==> config.mk <==
export PLATFORM = sky130hd
export DESIGN_NAME = ccpt_top
export DESIGN_NICKNAME = d
export VERILOG_FILES = /design/src/logic/ccpt_pkg.sv /design/src/logic/ccpt_top.sv /design/src/logic/ccpt_period_timer.sv
export VERILOG_INCLUDE_DIRS = /design/src /design/src/logic
export SDC_FILE = /design/constraint.sdc
export NUM_CORES = 1
export LEC_CHECK = 0
export BUFFER_PORTS_ARGS = -buffer_cell sky130_fd_sc_hd__buf_2
export CAP_MARGIN = 20
export CORE_MARGIN = 2
export CORE_UTILIZATION = 41
export DETAILED_ROUTE_END_ITERATION = 10
export PLACE_DENSITY = 0.75
export SLEW_MARGIN = 10
export SYNTH_ARGS = -nofsm -noshare
export SYNTH_HDL_FRONTEND = slang
export SYNTH_SLANG_ARGS = --single-unit
==> constraint.sdc <==
create_clock -name clk_i -period 2.8 [get_ports clk_i]
set_input_delay 0.56 -clock clk_i [delete_from_list [all_inputs] [get_ports clk_i]]
set_output_delay 0.56 -clock clk_i [all_outputs]
set_load 0.01 [all_outputs]
==> src/logic/ccpt_params.svh <==
`ifndef CCPT_PARAMS_SVH
`define CCPT_PARAMS_SVH

// register byte addresses on the bus
`define CCPT_ADR_TCTRL 8'h00
`define CCPT_ADR_TCOUNT 8'h04
`define CCPT_ADR_TLIMIT 8'h08
`define CCPT_ADR_CCTRL 8'h0C
`define CCPT_ADR_CVALUE 8'h10
`define CCPT_ADR_TBSEL 8'h14
`define CCPT_ADR_STATUS 8'h18

// reset values
`define CCPT_RST16 16'h0000
`define CCPT_RST8 8'h00

// period timer control fields
`define CCPT_TC_PRE 1:0
`define CCPT_TC_ON 2
`define CCPT_TC_POST 6:3
`define CCPT_TC_W 7

// channel control fields
`define CCPT_CC_MODE 3:0
`define CCPT_CC_DUTY 5:4
`define CCPT_CC_W 6

// status bits
`define CCPT_ST_CHAN 0
`define CCPT_ST_TIMER 1

// prescale codes and terminal counts
`define CCPT_PRE_1 2'h0
`define CCPT_PRE_4 2'h1
`define CCPT_PRE_MAX1 4'h0
`define CCPT_PRE_MAX4 4'h3
`define CCPT_PRE_MAX16 4'hF

// channel mode codes
`define CCPT_M_OFF 4'h0
`define CCPT_M_TOGGLE 4'h2
`define CCPT_M_CAP_FALL 4'h4
`define CCPT_M_CAP_RISE 4'h5
`define CCPT_M_CAP_4 4'h6
`define CCPT_M_CAP_16 4'h7
`define CCPT_M_CMP_SET 4'h8
`define CCPT_M_CMP_CLR 4'h9
`define CCPT_M_CMP_SWI 4'hA
`define CCPT_M_CMP_SEV 4'hB
`define CCPT_M_PWM 4'hC

// capture edge prescaler terminal counts
`define CCPT_CAP_MAX4 4'h3
`define CCPT_CAP_MAX16 4'hF

`endif

==> src/logic/ccpt_pkg.sv <==
package ccpt_pkg;

  typedef enum logic [3:0] {
    CH_OFF = 4'b0001,
    CH_CAP = 4'b0010,
    CH_CMP = 4'b0100,
    CH_PWM = 4'b1000
  } ccpt_ch_state_t;

endpackage

==> src/logic/ccpt_top.sv <==
// Design decisions made here: the placing of the registers and the Wishbone register port.
`timescale 1ns/1ps
`include "ccpt_params.svh"

// Operation
// 8-bit count and limit registers; interrupt when count matches limit.
// prescale field bits 1-0 divides by 1, 4 or 16.
// postscale field bits 6-3 divides match events by value plus one.
// control bit 2 runs the timer; cleared it stops counting.
// count write, control write and reset clear prescaler and postscaler.
// control write keeps the count value; only scalers are cleared.
// timer control bits 15-7 read as zero.
// capture and compare use the full 16-bit capture timer.
// PWM time base picks either period timer by a select register.
// 10-bit duty: low two bits in control 5-4, upper eight in duty byte.
// 10-bit time base is timer value plus two low prescaler bits.
// mode 0000 disables the channel and resets its internal state.
// capture on falling, rising, every 4th or 16th rising edge.
// mode 1000 drives pin low, then high on match, sets flag.
// mode 1001 drives pin high, then low on match, sets flag.
// mode 0010 toggles the pin on each match and sets flag.
// mode 1010 only sets the flag; pin stays with its port.
// mode 1011 sets flag and resets capture timer; no conversion start.
// mode 1100 is PWM; other unlisted codes are reserved.
// software picks the mode before the pin takes its function.
// channel control bits 15-6 read as zero.
// software enables capture timer clock synchronisation for external clocks.
// PWM goes active at period restart, inactive when time base reaches duty.
module ccpt_top
  import ccpt_pkg::*;
(
  // clock and reset
  input wire logic clk_i,
  input wire logic rst_i,
  // wishbone slave
  input wire logic wb_cyc_i,
  input wire logic wb_stb_i,
  input wire logic wb_we_i,
  input wire logic [7:0] wb_adr_i,
  input wire logic [3:0] wb_sel_i,
  input wire logic [31:0] wb_dat_i,
  output logic [31:0] wb_dat_o,
  output logic wb_ack_o,
  // capture timer
  input wire logic [15:0] capture_timer_i,
  output logic capture_timer_reset_o,
  // alternate period timer
  input wire logic [7:0] alt_period_timer_count_i,
  input wire logic [1:0] alt_period_timer_low_i,
  input wire logic alt_period_match_i,
  // channel pin
  input wire logic channel_pin_i,
  output logic channel_pin_o,
  output logic channel_pin_oe_n_o,
  // event flags
  output logic channel_irq_flag_o,
  output logic period_timer_irq_o
);

  // merge bus byte lanes into a 16-bit register
  function automatic logic [15:0] merge16(input logic [15:0] old, input logic [31:0] d,
                                          input logic [3:0] sel);
    logic [15:0] r;
    r = old;
    if (sel[0])
      r[7:0] = d[7:0];
    if (sel[1])
      r[15:8] = d[15:8];
    return r;
  endfunction

  function automatic ccpt_ch_state_t mode_state(input logic [3:0] mode);
    ccpt_ch_state_t s;
    case (mode)
      `CCPT_M_CAP_FALL, `CCPT_M_CAP_RISE, `CCPT_M_CAP_4, `CCPT_M_CAP_16: s = CH_CAP;
      `CCPT_M_TOGGLE, `CCPT_M_CMP_SET, `CCPT_M_CMP_CLR, `CCPT_M_CMP_SWI,
      `CCPT_M_CMP_SEV: s = CH_CMP;
      `CCPT_M_PWM: s = CH_PWM;
      default: s = CH_OFF;
    endcase
    return s;
  endfunction

  // bus and register state
  logic ack_reg, ack_next;
  logic [31:0] dat_reg, dat_next;
  logic [`CCPT_TC_W-1:0] tctrl_reg, tctrl_next;
  logic [7:0] limit_reg, limit_next;
  logic [`CCPT_CC_W-1:0] cctrl_reg, cctrl_next;
  logic [15:0] cval_reg, cval_next;
  logic tbsel_reg, tbsel_next;
  logic cflag_reg, cflag_next;
  logic tflag_reg, tflag_next;
  // channel state
  logic sync1_reg, sync2_reg, pin_prev_reg;
  logic sync1_next, sync2_next, pin_prev_next;
  logic [3:0] cap_cnt_reg, cap_cnt_next;
  logic pin_out_reg, pin_out_next;
  logic hit_prev_reg, hit_prev_next;
  logic [9:0] duty_lat_reg, duty_lat_next;
  logic sev_reg, sev_next;
  logic arm_reg, arm_next;

  logic req, wr;
  logic wr_tctrl, wr_tcount, wr_cctrl;
  logic [15:0] tctrl_m, cctrl_m, limit_m, tbsel_m, status_m;
  logic [7:0] tcount;
  logic [1:0] tlow;
  logic tmatch, tirq;
  logic [3:0] mode, new_mode;
  ccpt_ch_state_t chs;
  logic rise, fall, cap_evt, hit, cmp_evt;
  logic restart;
  logic [9:0] tbase, duty_now;

  ccpt_period_timer #(
    .WIDTH(8)
  ) i_ccpt_period_timer (
    .clk_i(clk_i),
    .rst_i(rst_i),
    .on_i(tctrl_reg[`CCPT_TC_ON]),
    .prescale_sel_i(tctrl_reg[`CCPT_TC_PRE]),
    .postscale_sel_i(tctrl_reg[`CCPT_TC_POST]),
    .limit_i(limit_reg),
    .clear_scalers_i(wr_tctrl),
    .count_wr_i(wr_tcount),
    .count_wdata_i(wb_dat_i[7:0]),
    .count_o(tcount),
    .low_bits_o(tlow),
    .match_o(tmatch),
    .irq_o(tirq)
  );

  always_comb
  begin
    req = wb_cyc_i & wb_stb_i;
    wr = req & wb_we_i & ack_reg;
    wr_tctrl = wr && (wb_adr_i == `CCPT_ADR_TCTRL) && wb_sel_i[0];
    wr_tcount = wr && (wb_adr_i == `CCPT_ADR_TCOUNT) && wb_sel_i[0];
    wr_cctrl = wr && (wb_adr_i == `CCPT_ADR_CCTRL) && wb_sel_i[0];
    tctrl_m = merge16({9'h000, tctrl_reg}, wb_dat_i, wb_sel_i);
    cctrl_m = merge16({10'h000, cctrl_reg}, wb_dat_i, wb_sel_i);
    limit_m = merge16({8'h00, limit_reg}, wb_dat_i, wb_sel_i);
    tbsel_m = merge16({15'h0000, tbsel_reg}, wb_dat_i, wb_sel_i);
    status_m = merge16(`CCPT_RST16, wb_dat_i, wb_sel_i);
    mode = cctrl_reg[`CCPT_CC_MODE];
    chs = mode_state(mode);
    new_mode = cctrl_m[`CCPT_CC_MODE];

    // pin edges from the synchronised input
    rise = sync2_reg & ~pin_prev_reg;
    fall = ~sync2_reg & pin_prev_reg;
    // compare fires once as the capture timer reaches the value
    hit = (capture_timer_i == cval_reg);
    cmp_evt = (chs == CH_CMP) && hit && !hit_prev_reg;

    // pwm time base from the selected period timer
    if (tbsel_reg)
    begin
      tbase = {tcount, tlow};
      restart = tmatch;
    end
    else
    begin
      tbase = {alt_period_timer_count_i, alt_period_timer_low_i};
      restart = alt_period_match_i;
    end
    duty_now = {cval_reg[7:0], cctrl_reg[`CCPT_CC_DUTY]};

    cap_evt = 1'b0;
    cap_cnt_next = cap_cnt_reg;
    case (mode)
      `CCPT_M_CAP_FALL: cap_evt = fall;
      `CCPT_M_CAP_RISE: cap_evt = rise;
      `CCPT_M_CAP_4:
      begin
        cap_evt = rise && (cap_cnt_reg == `CCPT_CAP_MAX4);
        if (rise)
          cap_cnt_next = cap_evt ? 4'h0 : cap_cnt_reg + 4'h1;
      end
      `CCPT_M_CAP_16:
      begin
        cap_evt = rise && (cap_cnt_reg == `CCPT_CAP_MAX16);
        if (rise)
          cap_cnt_next = cap_evt ? 4'h0 : cap_cnt_reg + 4'h1;
      end
      default: cap_cnt_next = 4'h0;
    endcase

    // bus answer one cycle after the request
    ack_next = req & ~ack_reg;
    dat_next = dat_reg;
    if (req && !ack_reg)
    begin
      case (wb_adr_i)
        `CCPT_ADR_TCTRL: dat_next = {25'h0000000, tctrl_reg};
        `CCPT_ADR_TCOUNT: dat_next = {24'h000000, tcount};
        `CCPT_ADR_TLIMIT: dat_next = {24'h000000, limit_reg};
        `CCPT_ADR_CCTRL: dat_next = {26'h0000000, cctrl_reg};
        `CCPT_ADR_CVALUE: dat_next = {16'h0000, cval_reg};
        `CCPT_ADR_TBSEL: dat_next = {31'h00000000, tbsel_reg};
        `CCPT_ADR_STATUS: dat_next = {30'h00000000, tflag_reg, cflag_reg};
        default: dat_next = 32'h00000000;
      endcase
    end

    tctrl_next = tctrl_reg;
    limit_next = limit_reg;
    cctrl_next = cctrl_reg;
    cval_next = cval_reg;
    tbsel_next = tbsel_reg;
    if (wr)
    begin
      case (wb_adr_i)
        `CCPT_ADR_TCTRL: tctrl_next = tctrl_m[`CCPT_TC_W-1:0];
        `CCPT_ADR_TLIMIT: limit_next = limit_m[7:0];
        `CCPT_ADR_CCTRL: cctrl_next = cctrl_m[`CCPT_CC_W-1:0];
        `CCPT_ADR_CVALUE: cval_next = merge16(cval_reg, wb_dat_i, wb_sel_i);
        `CCPT_ADR_TBSEL: tbsel_next = tbsel_m[0];
        default: tbsel_next = tbsel_reg;
      endcase
    end
    // a capture outranks a software write in the same cycle
    if ((chs == CH_CAP) && cap_evt)
      cval_next = capture_timer_i;

    // sticky flags: hardware set wins over write-one-to-clear
    cflag_next = cflag_reg;
    tflag_next = tflag_reg;
    if (wr && (wb_adr_i == `CCPT_ADR_STATUS))
    begin
      cflag_next = cflag_reg & ~status_m[`CCPT_ST_CHAN];
      tflag_next = tflag_reg & ~status_m[`CCPT_ST_TIMER];
    end
    if (((chs == CH_CAP) && cap_evt) || cmp_evt)
      cflag_next = 1'b1;
    if (tirq)
      tflag_next = 1'b1;

    sync1_next = channel_pin_i;
    sync2_next = sync1_reg;
    pin_prev_next = sync2_reg;
    hit_prev_next = hit;
    pin_out_next = pin_out_reg;
    duty_lat_next = duty_lat_reg;
    sev_next = 1'b0;
    arm_next = 1'b0;
    case (mode)
      `CCPT_M_CMP_SET: if (cmp_evt) pin_out_next = 1'b1;
      `CCPT_M_CMP_CLR: if (cmp_evt) pin_out_next = 1'b0;
      `CCPT_M_TOGGLE: if (cmp_evt) pin_out_next = ~pin_out_reg;
      `CCPT_M_CMP_SEV: sev_next = cmp_evt;
      `CCPT_M_PWM:
      begin
        // rise one cycle after restart, matching the lag of the falling compare
        arm_next = restart;
        if (restart)
          duty_lat_next = duty_now;
        if (arm_reg)
          pin_out_next = (duty_lat_reg != 10'h000);
        else if (tbase >= duty_lat_reg)
          pin_out_next = 1'b0;
      end
      default: pin_out_next = pin_out_reg;
    endcase
    if (chs == CH_OFF)
    begin
      cap_cnt_next = 4'h0;
      pin_out_next = 1'b0;
      hit_prev_next = 1'b0;
      duty_lat_next = 10'h000;
      sev_next = 1'b0;
    end
    // a mode change sets up the pin level for the new function, also when leaving off
    if (wr_cctrl && (new_mode != mode))
    begin
      cap_cnt_next = 4'h0;
      hit_prev_next = 1'b1;
      duty_lat_next = 10'h000;
      pin_out_next = (new_mode == `CCPT_M_CMP_CLR);
    end
  end

  always_ff @(posedge clk_i)
  begin
    if (rst_i)
    begin
      ack_reg <= 1'b0;
      dat_reg <= 32'h00000000;
      tctrl_reg <= `CCPT_TC_W'(`CCPT_RST16);
      limit_reg <= `CCPT_RST8;
      cctrl_reg <= `CCPT_CC_W'(`CCPT_RST16);
      cval_reg <= `CCPT_RST16;
      tbsel_reg <= 1'b0;
      cflag_reg <= 1'b0;
      tflag_reg <= 1'b0;
      sync1_reg <= 1'b0;
      sync2_reg <= 1'b0;
      pin_prev_reg <= 1'b0;
      cap_cnt_reg <= 4'h0;
      pin_out_reg <= 1'b0;
      hit_prev_reg <= 1'b0;
      duty_lat_reg <= 10'h000;
      sev_reg <= 1'b0;
      arm_reg <= 1'b0;
    end
    else
    begin
      ack_reg <= ack_next;
      dat_reg <= dat_next;
      tctrl_reg <= tctrl_next;
      limit_reg <= limit_next;
      cctrl_reg <= cctrl_next;
      cval_reg <= cval_next;
      tbsel_reg <= tbsel_next;
      cflag_reg <= cflag_next;
      tflag_reg <= tflag_next;
      sync1_reg <= sync1_next;
      sync2_reg <= sync2_next;
      pin_prev_reg <= pin_prev_next;
      cap_cnt_reg <= cap_cnt_next;
      pin_out_reg <= pin_out_next;
      hit_prev_reg <= hit_prev_next;
      duty_lat_reg <= duty_lat_next;
      sev_reg <= sev_next;
      arm_reg <= arm_next;
    end
  end

  always_comb
  begin
    wb_ack_o = ack_reg;
    wb_dat_o = dat_reg;
    capture_timer_reset_o = sev_reg;
    channel_pin_o = pin_out_reg;
    // pin driven in pin-owning compare modes and pwm only
    case (mode)
      `CCPT_M_CMP_SET, `CCPT_M_CMP_CLR, `CCPT_M_TOGGLE, `CCPT_M_PWM:
        channel_pin_oe_n_o = 1'b0;
      default: channel_pin_oe_n_o = 1'b1;
    endcase
    channel_irq_flag_o = cflag_reg;
    period_timer_irq_o = tflag_reg;
  end

endmodule

==> src/logic/ccpt_period_timer.sv <==
`timescale 1ns/1ps
`include "ccpt_params.svh"

module ccpt_period_timer
  import ccpt_pkg::*;
#(
  parameter int WIDTH = 8
)
(
  // clock and reset
  input wire logic clk_i,
  input wire logic rst_i,
  // configuration
  input wire logic on_i,
  input wire logic [1:0] prescale_sel_i,
  input wire logic [3:0] postscale_sel_i,
  input wire logic [WIDTH-1:0] limit_i,
  // software access
  input wire logic clear_scalers_i,
  input wire logic count_wr_i,
  input wire logic [WIDTH-1:0] count_wdata_i,
  // results
  output logic [WIDTH-1:0] count_o,
  output logic [1:0] low_bits_o,
  output logic match_o,
  output logic irq_o
);

  logic [3:0] pre_cnt_reg, pre_cnt_next;
  logic [3:0] post_cnt_reg, post_cnt_next;
  logic [WIDTH-1:0] count_reg, count_next;
  logic [3:0] pre_max;
  logic tick;
  logic clear;

  always_comb
  begin
    case (prescale_sel_i)
      `CCPT_PRE_1: pre_max = `CCPT_PRE_MAX1;
      `CCPT_PRE_4: pre_max = `CCPT_PRE_MAX4;
      default: pre_max = `CCPT_PRE_MAX16;
    endcase
    clear = clear_scalers_i | count_wr_i;
    tick = on_i && (pre_cnt_reg == pre_max);
    match_o = tick && (count_reg == limit_i);
    irq_o = match_o && (post_cnt_reg == postscale_sel_i) && !clear;
    pre_cnt_next = pre_cnt_reg;
    post_cnt_next = post_cnt_reg;
    count_next = count_reg;
    if (clear)
    begin
      pre_cnt_next = 4'h0;
      post_cnt_next = 4'h0;
    end
    else if (on_i)
    begin
      pre_cnt_next = tick ? 4'h0 : pre_cnt_reg + 4'h1;
      if (match_o)
        post_cnt_next = irq_o ? 4'h0 : post_cnt_reg + 4'h1;
    end
    if (count_wr_i)
      count_next = count_wdata_i;
    else if (match_o)
      count_next = '0;
    else if (tick)
      count_next = count_reg + 1'b1;
    // low time-base bits follow the prescaler phase
    case (prescale_sel_i)
      `CCPT_PRE_1: low_bits_o = 2'h0;
      `CCPT_PRE_4: low_bits_o = pre_cnt_reg[1:0];
      default: low_bits_o = pre_cnt_reg[3:2];
    endcase
  end

  always_ff @(posedge clk_i)
  begin
    if (rst_i)
    begin
      pre_cnt_reg <= 4'h0;
      post_cnt_reg <= 4'h0;
      count_reg <= '0;
    end
    else
    begin
      pre_cnt_reg <= pre_cnt_next;
      post_cnt_reg <= post_cnt_next;
      count_reg <= count_next;
    end
  end

  assign count_o = count_reg;

endmodule

==> metrics.md, run 1 <==
| Metric | Value |
|---|---|
| Ys Warns | `0` |
| P per Cell Area | `434 nW/µm²` |
| Tightest Hold Check Type | `input port to flop` |
| Post-CTS Hold Buffers | `0` |
| Clock Latency Late Sink | `350 ps` |
| Final period utilization | `0.941` |
| Unrepaired setup endpoints after global routing | `false` |
| Status | `completed` |
| Syn Inst Count | `645` |
| DR WL/cell | `16.7 µm` |
| Commonest cells after routing, fill and taps aside | `dfxtp_1, buf_2, nor2_1` |
| Setup_tns | `0 ps` |
| Critical R2R Launch | `tbsel_reg` |
| Final setup margin | `166 ps` |
| # rows | `42` |
| Post-DP HPWL | `11.4 mm` |
| Seq cells post-synth | `98` |
| Largest net degree at the start of global routing | `38` |
| Top Usage Layer GRT | `met2` |
| RD Place Congestion | `0.940` |
| Area Growth Syn to Fin | `15.8%` |
| Post_cts resized | `0` |
| Crit path time final | `2630 ps` |
| FF-to-FF setup slack | `170 ps` |
| Synth top area share | `0.353` |
| Relative slew slack | `0.574` |
| Vias after detailed routing | `5022` |
| Synthesized area | `5550 µm²` |
| Root Buffer | `clkbuf_16` |
| Met1 Resource Use GR | `0.282` |
| Synth unique cells | `65` |
| Routing usage on met2 | `0.329` |
| GR Overflow Total | `0` |
| Post-CTS setup buffer count | `0` |
| Post-synthesis sequential area ratio | `0.353` |
| Post-layout util | `0.485` |
| Number of global-route vias before repair | `4696` |
| R2r worst-path depth | `9` |
| First drt pass iteration count | `4` |
| Final setup violation count | `0` |
| Clock slew at reported path FFs | `70 ps` |
| Hold WS | `421 ps` |
| Die area | `14500 µm²` |
| Height of the chip | `120 µm` |
| M3 GR Usage | `0.0519` |
| First-pass GRT wire length | `23.9 mm` |
| CP arrival | `2870 ps` |
| CP Max Fanout | `8` |
| Main synth FF type | `dfxtp_1` |
| Core Region | `13200 µm²` |
| Antenna Nets Post-Route | `0` |
| Die span in x | `120 µm` |
| Inserted Diodes | `0` |
| CP startpoint kind | `flop` |
| I/O Buffers | `80` |
| Leakage power | `2.39 nW` |
| Crit path kind | `flop to flop` |
| Total clock sinks | `98` |
| Pre-CTS setup slack | `110 ps` |
| Worst-Margin Slew | `633 ps` |
| Reg2reg end | `channel_pin_o` |
| Via density | `5.54` |
| Commonest non-fill, non-tap cell in the layout | `dfxtp_1` |
| Achievable frequency | `380 MHz` |
| Final Max Slew Viols | `0` |
| Fin. Hold Viols | `0` |
| IO Count | `115` |
| Min-delay src | `channel_pin_i` |
| Placed Instances | `891` |
| Final Net Count | `817` |
| Max-cap violations | `0` |
| Largest area contributor in the netlist | `dfxtp_1` |
| Syn Area/Cell | `8.61 µm²` |
| EDFF count, synth | `0` |
| Crit end category | `flop` |
| GRT Total Usage | `0.209` |
| Post-synth ARST share | `0` |
| Top cells by area, synth | `dfxtp_1, mux2i_1, nor2_1, a21oi_1, xnor2_1` |
| Final cell count without fillers | `907` |
| Initial antenna violation count | `0` |
| Initial Utilization | `0.419` |
| Hold Crit Endpoint | `sync1_reg` |
| CTS tree | `done` |
| Total CTS buffers | `9` |
| Layout cells sized above 1 | `0.213` |
| Maximum vdd drop | `0.000355 V` |
| Req. time, crit path | `3040 ps` |
| Hold depth | `2` |
| WL final | `15.2 mm` |
| Final Skew | `4.89 ps` |
| DRT iter0 DRCs | `369` |
| H-Tree Depth | `3` |
| Remaining DRCs | `0` |
| Clock buffer depth | `2` |
-- cells by family after synthesis --
family / after synthesis / share of synthesized area
AND/OR/NAND/NOR: 230 / 0.214
AO/OA/AOI/OAI: 134 / 0.158
flip-flops: 98 / 0.353
buffers and inverters: 77 / 0.0726
multiplexers: 55 / 0.113
XOR/XNOR: 36 / 0.0568
adder cells (fa/ha/maj): 14 / 0.0316
other: 1 / 0.000675
-- critical path, cell delays in order (launching register included) --
cell	delay [ps]
dfxtp_1	470
buf_4	220
mux2_2	340
ha_1	290
a21o_1	180
a21o_1	170
a221oi_1	290
buf_4	170
o211ai_1	80
mux2_1	320
-- power breakdown --
part | switching [W] | internal (W) | total [W] | leakage [nW]
registers | 0.00000136 | 0.00140 | 0.00140 | 0.790
clock network | 0.000567 | 0.000635 | 0.00120 | 0.132
logic | 0.000118 | 0.0000708 | 0.000189 | 1.47
-- metal layers --
layer	up-vias	routed length (µm)
met2	209	6890
met5	-	0
met4	0	354
met3	31	1300
li1	2441	-
met1	2341	6620
-- worst max-delay path by stage --
stage,to,cells past startpoint,from
after floorplan,channel_pin_o,9,tbsel_reg
after global placement,channel_pin_o,10,alt_period_timer_count_i[1]
after detailed placement,channel_pin_o,10,alt_period_timer_count_i[1]
after CTS,channel_pin_o,9,tbsel_reg
after global routing,channel_pin_o,9,tbsel_reg
final,channel_pin_o,9,tbsel_reg
-- cell type report --
class	instances	area (µm²)
Fill cell	1297	6820
Multi-Input combinational cell	485	3250
Sequential cell	98	1960
Timing Repair Buffer	110	626
Clock buffer	10	239
Tap cell	176	220
Inverter	22	82.6
Clock inverter	6	48.8
-- metrics by stage --
step	cell area, µm²	power, W
after global routing	6430	0.00287
after global placement	6140	0.00161
final	6430	0.00279
after detailed placement	6140	0.00161
after floorplan	5610	0.00154
after CTS	6430	0.00280
-- synth_stat cells, drive strengths merged, types with 3 or more instances --
| cell | number |
|---|---|
| mux2 | 10 |
| or4 | 3 |
| nand4 | 13 |
| or3 | 4 |
| buf | 26 |
| a211oi | 19 |
| ha | 14 |
| a221oi | 9 |
| inv | 22 |
| mux4 | 5 |
| o21ai | 27 |
| a22oi | 10 |
| nand2 | 46 |
| nand2b | 9 |
| dfxtp | 98 |
| xnor2 | 24 |
| nor2 | 72 |
| nor4 | 13 |
| nor2b | 14 |
| o211ai | 3 |
| a22o | 3 |
| a21oi | 43 |
| nor4b | 3 |
| and2 | 4 |
| mux2i | 40 |
| xor2 | 12 |
| nand3 | 20 |
| a31oi | 5 |
| and3 | 7 |
| clkbuf | 29 |
| nor3 | 12 |
| o2bb2ai | 3 |
| a21o | 3 |
Note: power is estimated with default switching activity, not from simulation.
==> run 2: changes to the inputs <==
- ABC_AREA: unset -> 1
- PLACE_DENSITY: 0.75 -> 0.74
==> run 2 against run 1 <==
Against the previous run:
- global-route usage up 0.47 points
- fmax is 16% higher
- clock skew increased by 7.3 ps
- critical endpoint unchanged
- highest routed layer unchanged
==> metrics.md, run 2 <==
| Metric | Value |
|---|---|
| Largest area contributor in the netlist | `dfxtp_1` |
| M3 GR Usage | `0.0545 (+0.00260)` |
| Height of the chip | `124 µm (+2.7%)` |
| Mux contribution to synthesized area | `0 (-0.113)` |
| Post-CTS Hold Buffers | `0 (unchanged)` |
| Syn Inst Count | `911 (+41%)` |
| Top Usage Layer GRT | `met2` |
| Maximum vdd drop | `0.000331 V (-7.0%)` |
| Synth Area in Adders | `0.0298 (-0.00171)` |
| Achievable frequency | `441 MHz (+16%)` |
| Synth unique cells | `45 (-31%)` |
| Die area | `15300 µm² (+5.5%)` |
| Combinational family with the most area after synthesis | `simple AND/OR/NAND/NOR gates` |
| Layout cells sized above 1 | `0.145 (-0.0685)` |
| Worst-Margin Slew | `673 ps (+40.5 ps)` |
| Top cells by area, synth | `dfxtp_1, nand2_1, inv_1, nor2_1, o21ai_0` |
| Inserted Diodes | `0 (unchanged)` |
| Die span in x | `124 µm (+2.7%)` |
| Status | `completed` |
| Commonest cells post-synth | `nand2_1, inv_1, nor2_1, dfxtp_1, o21ai_0` |
| Met1 Resource Use GR | `0.279 (-0.00273)` |
| First-pass GRT wire length | `25.2 mm (+5.5%)` |
| WL final | `16.2 mm (+6.7%)` |
| Ys Warns | `0 (unchanged)` |
| Fin. Hold Viols | `0 (unchanged)` |
| Unrepaired setup endpoints after global routing | `false` |
| Initial antenna violation count | `0 (unchanged)` |
| Crit path time final | `2270 ps (-369 ps)` |
| Final cell count without fillers | `1167 (+29%)` |
| Crit-path max cell delay | `520 ps (+50 ps)` |
| First drt pass iteration count | `6 (+2)` |
| Number of global-route vias before repair | `5056 (+7.7%)` |
| GRT Total Usage | `0.214 (+0.00471)` |
| Post-synth ARST share | `0 (unchanged)` |
| Core Region | `13900 µm² (+5.2%)` |
| Final period utilization | `0.809 (-0.132)` |
| Post_cts resized | `0 (unchanged)` |
| Clock Latency Late Sink | `360 ps (about the same)` |
| Post-synthesis sequential area ratio | `0.334 (-0.0191)` |
| Post-synthesis xor/xnor area fraction | `0.0164 (-0.0404)` |
| Vias after detailed routing | `5842 (+16%)` |
| Leakage power | `2.87 nW (+20%)` |
| Final Max Slew Viols | `0 (unchanged)` |
| Total CTS buffers | `9 (unchanged)` |
| Remaining DRCs | `0 (unchanged)` |
| Synth Area in Simple Gates | `0.326 (+0.111)` |
| Tightest Hold Check Type | `flop to flop` |
| Post-DP HPWL | `12.4 mm (+8.6%)` |
| Commonest cells after routing, fill and taps aside | `nand2_1, inv_1, nor2_1` |
| Via density | `5.01 (-9.6%)` |
| EDFF count, synth | `0 (unchanged)` |
| RD Place Congestion | `0.939 (-0.11%)` |
| P per Cell Area | `423 nW/µm² (-2.6%)` |
| Synthesized area | `5870 µm² (+5.7%)` |
| GR Overflow Total | `0 (unchanged)` |
| CP arrival | `2520 ps (-350 ps)` |
| Antenna Nets Post-Route | `0 (unchanged)` |
| Total clock sinks | `98 (unchanged)` |
| # rows | `43 (+2.4%)` |
| Final setup violation count | `0 (unchanged)` |
| CP max stage cell | `dfxtp_1` |
| H-Tree Depth | `3 (unchanged)` |
| Main synth FF type | `dfxtp_1` |
| Clock buffer depth | `2 (unchanged)` |
| Critical path cell sequence | `inv_1 > o21ai_0 > ha_1 > a21o_1 > o21ai_0 > nand3_1 > nand2_1 > inv_1 > nand2_1 > nand3_1 > nand2_1 > nor2_1` |
| Root Buffer | `clkbuf_16` |
| Initial Utilization | `0.421 (+0.00199)` |
| I/O Buffers | `80 (unchanged)` |
| Setup_tns | `0 ps (unchanged)` |
| Max-cap violations | `0 (unchanged)` |
| DR WL/cell | `13.9 µm (-17%)` |
| CP dominant cell by count | `nand2_1` |
| CP startpoint kind | `flop` |
| Final Net Count | `1073 (+31%)` |
| Routing usage on met2 | `0.337 (+0.00744)` |
| Seq cells post-synth | `98 (unchanged)` |
| Synth top area share | `0.334 (-0.0191)` |
| Placed Instances | `1151 (+29%)` |
| Commonest non-fill, non-tap cell in the layout | `nand2_1` |
| Compound-gate portion of the synthesized area | `0.160 (+0.00232)` |
| Crit path kind | `flop to flop` |
| Post-CTS setup buffer count | `0 (unchanged)` |
| Syn Area/Cell | `6.44 µm² (-25%)` |
| Req. time, crit path | `3050 ps (about the same)` |
| Crit end category | `flop` |
| IO Count | `115 (unchanged)` |
| Largest net degree at the start of global routing | `36 (-5.3%)` |
| Area Growth Syn to Fin | `12.9%` |
| Relative slew slack | `0.550 (-0.0248)` |
| CP Max Fanout | `18 (+10)` |
| CTS tree | `done` |
| DRT iter0 DRCs | `393 (+6.5%)` |
| Most frequent cell after synthesis | `nand2_1` |
| Final Skew | `12.2 ps (+7.30 ps)` |
| Clock slew at reported path FFs | `70 ps (about the same)` |
run 2: cell types whose count changed in the layout (fill, tap and decap cells not counted), sizes merged, moves of 10 or more:
cell	previous run	this run
nor4	13	3
mux2i	40	0
inv	24	135
nand3	20	63
mux2	10	0
nor2	72	125
a21oi	43	63
xnor2	24	1
nor2b	14	0
o21ai	27	86
nand2	46	211
buf	110	88
a211oi	19	0
run 2: power breakdown:
| group | leakage, nW | switching, W | total (W) | internal (W) |
|---|---|---|---|---|
| combinational | 1.94 | 0.000124 | 0.000189 | 0.0000650 |
| sequential | 0.790 | 0.000000921 | 0.00140 | 0.00139 |
| clock | 0.140 | 0.000595 | 0.00121 | 0.000620 |
| total | 2.87 | 0.000719 | 0.00280 | 0.00208 |
run 2: path summary, 6_finish.rpt:
path | start | endpoint | slack, ps | cells after the start
setup reg to reg | tbsel_reg | channel_pin_o | 530 | 12
hold / removal | sync1_reg | pin_prev_next | 400 | 2
setup / recovery | tbsel_reg | channel_pin_o | 530 | 12
hold reg to reg | sync1_reg | pin_prev_next | 400 | 2
run 2: final cells by class:
type	count	area [µm²]
Clock buffer	9	225
Multi-Input combinational cell	651	3180
Clock inverter	7	61.3
Tap cell	180	225
Sequential cell	98	1960
Timing Repair Buffer	88	460
Inverter	134	505
Fill cell	1475	7310
run 2: routing by layer:
layer  wire length [µm]  up-vias
li1                   -     3045
met1               7230     2566
met2               7190      195
met3               1220       36
met4                540        0
met5                  0        -
run 2: cell families (layout without fill, tap and decap cells):
kind of cell    count (synthesis)  count (layout)
xor+xnor                       11              11
other cells                     1              16
buf+inv                       177             238
simple gates                  433             433
flops                          98              98
compound gates                177             177
fa+ha+maj                      14              14
run 2: worst max-delay path, delay by kind of cell (launching register included):
kind | cells | cell delay [ps]
adder cells (fa/ha/maj) | 1 | 270
flip-flops | 1 | 520
buffers and inverters | 2 | 350
AND/OR/NAND/NOR | 6 | 440
AO/OA/AOI/OAI | 3 | 590
run 2: per-stage QoR:
step	power (W)	hold slack, ps	util	setup slack [ps]	instance area, µm²
detailed placement	0.00161	393	0.455	547	6340
global route	0.00289	408	0.475	278	6620
finish	0.00280	402	0.475	534	6620
global placement	0.00161	390	0.455	563	6340
CTS	0.00282	403	0.475	560	6620
floorplan	0.00154	388	-	823	5930
==> run 3: changes to the inputs <==
- PLACE_DENSITY: 0.74 -> 0.77
- clock period: 2.8 -> 1.8 ns (I/O delays scaled with it)
==> run 3 against run 2 <==
Against the previous run:
- the flow now finishes with violations (negative setup slack)
- global-route usage grew 1.1 points
- largest cell class unchanged
- critical endpoint unchanged
- sequential power rose by 55%
- hold slack got worse by 190 ps
- clock power rose by 61%
- cell count is 4.4% higher
- fmax rose by 24%
==> metrics.md, run 3 (same netlist as run 2, synthesis figures left out) <==
| Metric | Value |
|---|---|
| DR WL/cell | `13.9 µm (+0.38%)` |
| Unrepaired setup endpoints after global routing | `true` |
| Area Growth Syn to Fin | `20.8%` |
| Final setup margin | `-30.9 ps (-565 ps)` |
| Largest net degree at the start of global routing | `34 (-5.6%)` |
| DRT iter0 DRCs | `607 (+54%)` |
| Initial antenna violation count | `0 (unchanged)` |
| Post-CTS Hold Buffers | `0 (unchanged)` |
| Remaining DRCs | `0 (unchanged)` |
| Min-delay src | `channel_pin_i` |
| CP dominant cell by count | `nand2_1` |
| Post-CTS setup buffer count | `0 (unchanged)` |
| Height of the chip | `124 µm (unchanged)` |
| Root Buffer | `clkbuf_16` |
| R2r worst-path depth | `13 (+1)` |
| Core Region | `13900 µm² (unchanged)` |
| Clock Latency Late Sink | `360 ps (about the same)` |
| Hold WS | `210 ps (-192 ps)` |
| Commonest cells after routing, fill and taps aside | `nand2_1, inv_1, nor2_1` |
| IO Count | `115 (unchanged)` |
| Post-layout util | `0.509 (+0.0334)` |
| Die area | `15300 µm² (unchanged)` |
| Fin. Hold Viols | `0 (unchanged)` |
| Req. time, crit path | `2050 ps (-1000 ps)` |
| FF-to-FF setup slack | `-30 ps (-570 ps)` |
| Clock buffer depth | `2 (unchanged)` |
| Max-cap violations | `0 (unchanged)` |
| Crit end category | `flop` |
| Vias after detailed routing | `6208 (+6.3%)` |
| Tightest Hold Check Type | `input port to flop` |
| Achievable frequency | `546 MHz (+24%)` |
| Reg2reg end | `channel_pin_o` |
| Total clock sinks | `98 (unchanged)` |
| Bufs and invs on worst path | `2 (unchanged)` |
| Crit path time final | `1830 ps (-435 ps)` |
| Status | `complete, but fails checks` |
| Final Skew | `11.7 ps (-0.456 ps)` |
| Critical path cell sequence | `inv_6 > nand2_1 > o21ai_1 > ha_1 > a21o_1 > o21ai_1 > nand3_2 > nand2_1 > inv_1 > nand2_1 > nand3_1 > nand2_1 > nor2_1` |
| GRT Total Usage | `0.225 (+0.0114)` |
| First-pass GRT wire length | `26.7 mm (+6.0%)` |
| I/O Buffers | `80 (unchanged)` |
| CP delay by family, top | `simple AND/OR/NAND/NOR gates` |
| GR Overflow Total | `0 (unchanged)` |
| Total CTS buffers | `9 (unchanged)` |
| First drt pass iteration count | `6 (unchanged)` |
| CP max stage cell | `dfxtp_4` |
| CP startpoint kind | `flop` |
| # rows | `43 (unchanged)` |
| RD Place Congestion | `0.947 (+0.94%)` |
| Antenna Nets Post-Route | `0 (unchanged)` |
| P per Cell Area | `624 nW/µm² (+48%)` |
| Clock slew at reported path FFs | `70 ps (about the same)` |
| Placed Instances | `1201 (+4.3%)` |
| CP arrival | `2080 ps (-440 ps)` |
| Final setup violation count | `1 (+1)` |
| Hold depth | `3 (+1)` |
| Violated checks | `negative setup slack` |
| Final cell count without fillers | `1218 (+4.4%)` |
| Initial Utilization | `0.421 (unchanged)` |
| Leakage power | `3.13 nW (+8.9%)` |
| Final Net Count | `1124 (+4.8%)` |
| Critical R2R Launch | `tbsel_reg` |
| Layout cells sized above 1 | `0.206 (+0.0613)` |
| Number of global-route vias before repair | `5576 (+10%)` |
| Crit-path max cell delay | `370 ps (-150 ps)` |
| Final period utilization | `1.02 (+0.208)` |
| CTS tree | `done` |
| Hold Crit Endpoint | `sync1_reg` |
| Via density | `5.10 (+1.8%)` |
| Maximum vdd drop | `0.000398 V (+21%)` |
| Final Max Slew Viols | `0 (unchanged)` |
| Commonest non-fill, non-tap cell in the layout | `nand2_1` |
| Post-DP HPWL | `13.1 mm (+6.1%)` |
| Pre-CTS setup slack | `-169 ps (-716 ps)` |
| WL final | `16.9 mm (+4.8%)` |
| Crit path kind | `flop to flop` |
| Fillers | `1403 (-4.9%)` |
| H-Tree Depth | `3 (unchanged)` |
| Inserted Diodes | `0 (unchanged)` |
| Die span in x | `124 µm (unchanged)` |
| CP Max Fanout | `16 (-2)` |
==> run 3: stage by stage <==
stage / instance area, µm² / total power [W] / setup TNS, ps
floorplan: 5930 / 0.00240 / 0
global placement: 6720 / 0.00251 / -159
detailed placement: 6720 / 0.00252 / -1290
CTS: 7030 / 0.00444 / -44.6
global route: 7090 / 0.00455 / -170
finish: 7090 / 0.00442 / -30.9
==> run 3: worst max-delay path by stage <==
stage | slack, ps | to | from | cells past startpoint
3_5_place_dp | -170 | channel_pin_o | tctrl_reg[0] | 14
6_report | -30 | channel_pin_o | tbsel_reg | 13
5_1_grt | -170 | channel_pin_o | tctrl_reg[0] | 14
4_1_cts | -40 | channel_pin_o | i_ccpt_period_timer.pre_cnt_reg[0] | 14
2_1_floorplan | 7 | channel_pin_o | tbsel_reg | 14
3_3_place_gp | -130 | channel_pin_o | tctrl_reg[0] | 14
==> run 3: final cells by class <==
cell class / count / area (µm²) / share of cell area
clock buffer: 10 / 239 / 0.0337
clock inverter: 6 / 56.3 / 0.00794
inverter: 134 / 517 / 0.0729
multi-input combinational: 651 / 3230 / 0.456
sequential: 98 / 1970 / 0.279
tap: 180 / 225 / 0.0318
timing repair buffer: 138 / 836 / 0.118
timing repair inverter: 1 / 7.51 / 0.00106
==> run 3: timing repair <==
| action | 4_1_cts | 5_1_grt |
|---|---|---|
| gates resized for setup | 11 | 19 |
| pin swaps | 1 | 6 |
| endpoints found under the setup margin | 2 | 34 |
| cloned | 0 | 1 |
==> run 3: worst reg2reg max path: stages, from the launching register on <==
cell	delay, ps
dfxtp_4	370
inv_6	110
nand2_1	60
o21ai_1	90
ha_1	270
a21o_1	190
o21ai_1	170
nand3_2	120
nand2_1	80
inv_1	40
nand2_1	60
nand3_1	70
nand2_1	60
nor2_1	40
==> run 3: layer usage <==
metal / up-vias / wire length (µm) / track usage
met1: 2778 / 7210 / 0.297
met4: 0 / 437 / 0.0952
met2: 241 / 7940 / 0.366
met3: 36 / 1360 / 0.0366
met5: - / 0 / 0
li1: 3153 / - / -
==> run 3: power breakdown <==
part           switching (W)  total, W  internal, W
Clock               0.000939   0.00195      0.00101
Sequential        0.00000156   0.00217      0.00217
Combinational       0.000196  0.000305     0.000109
Total                0.00114   0.00442      0.00329
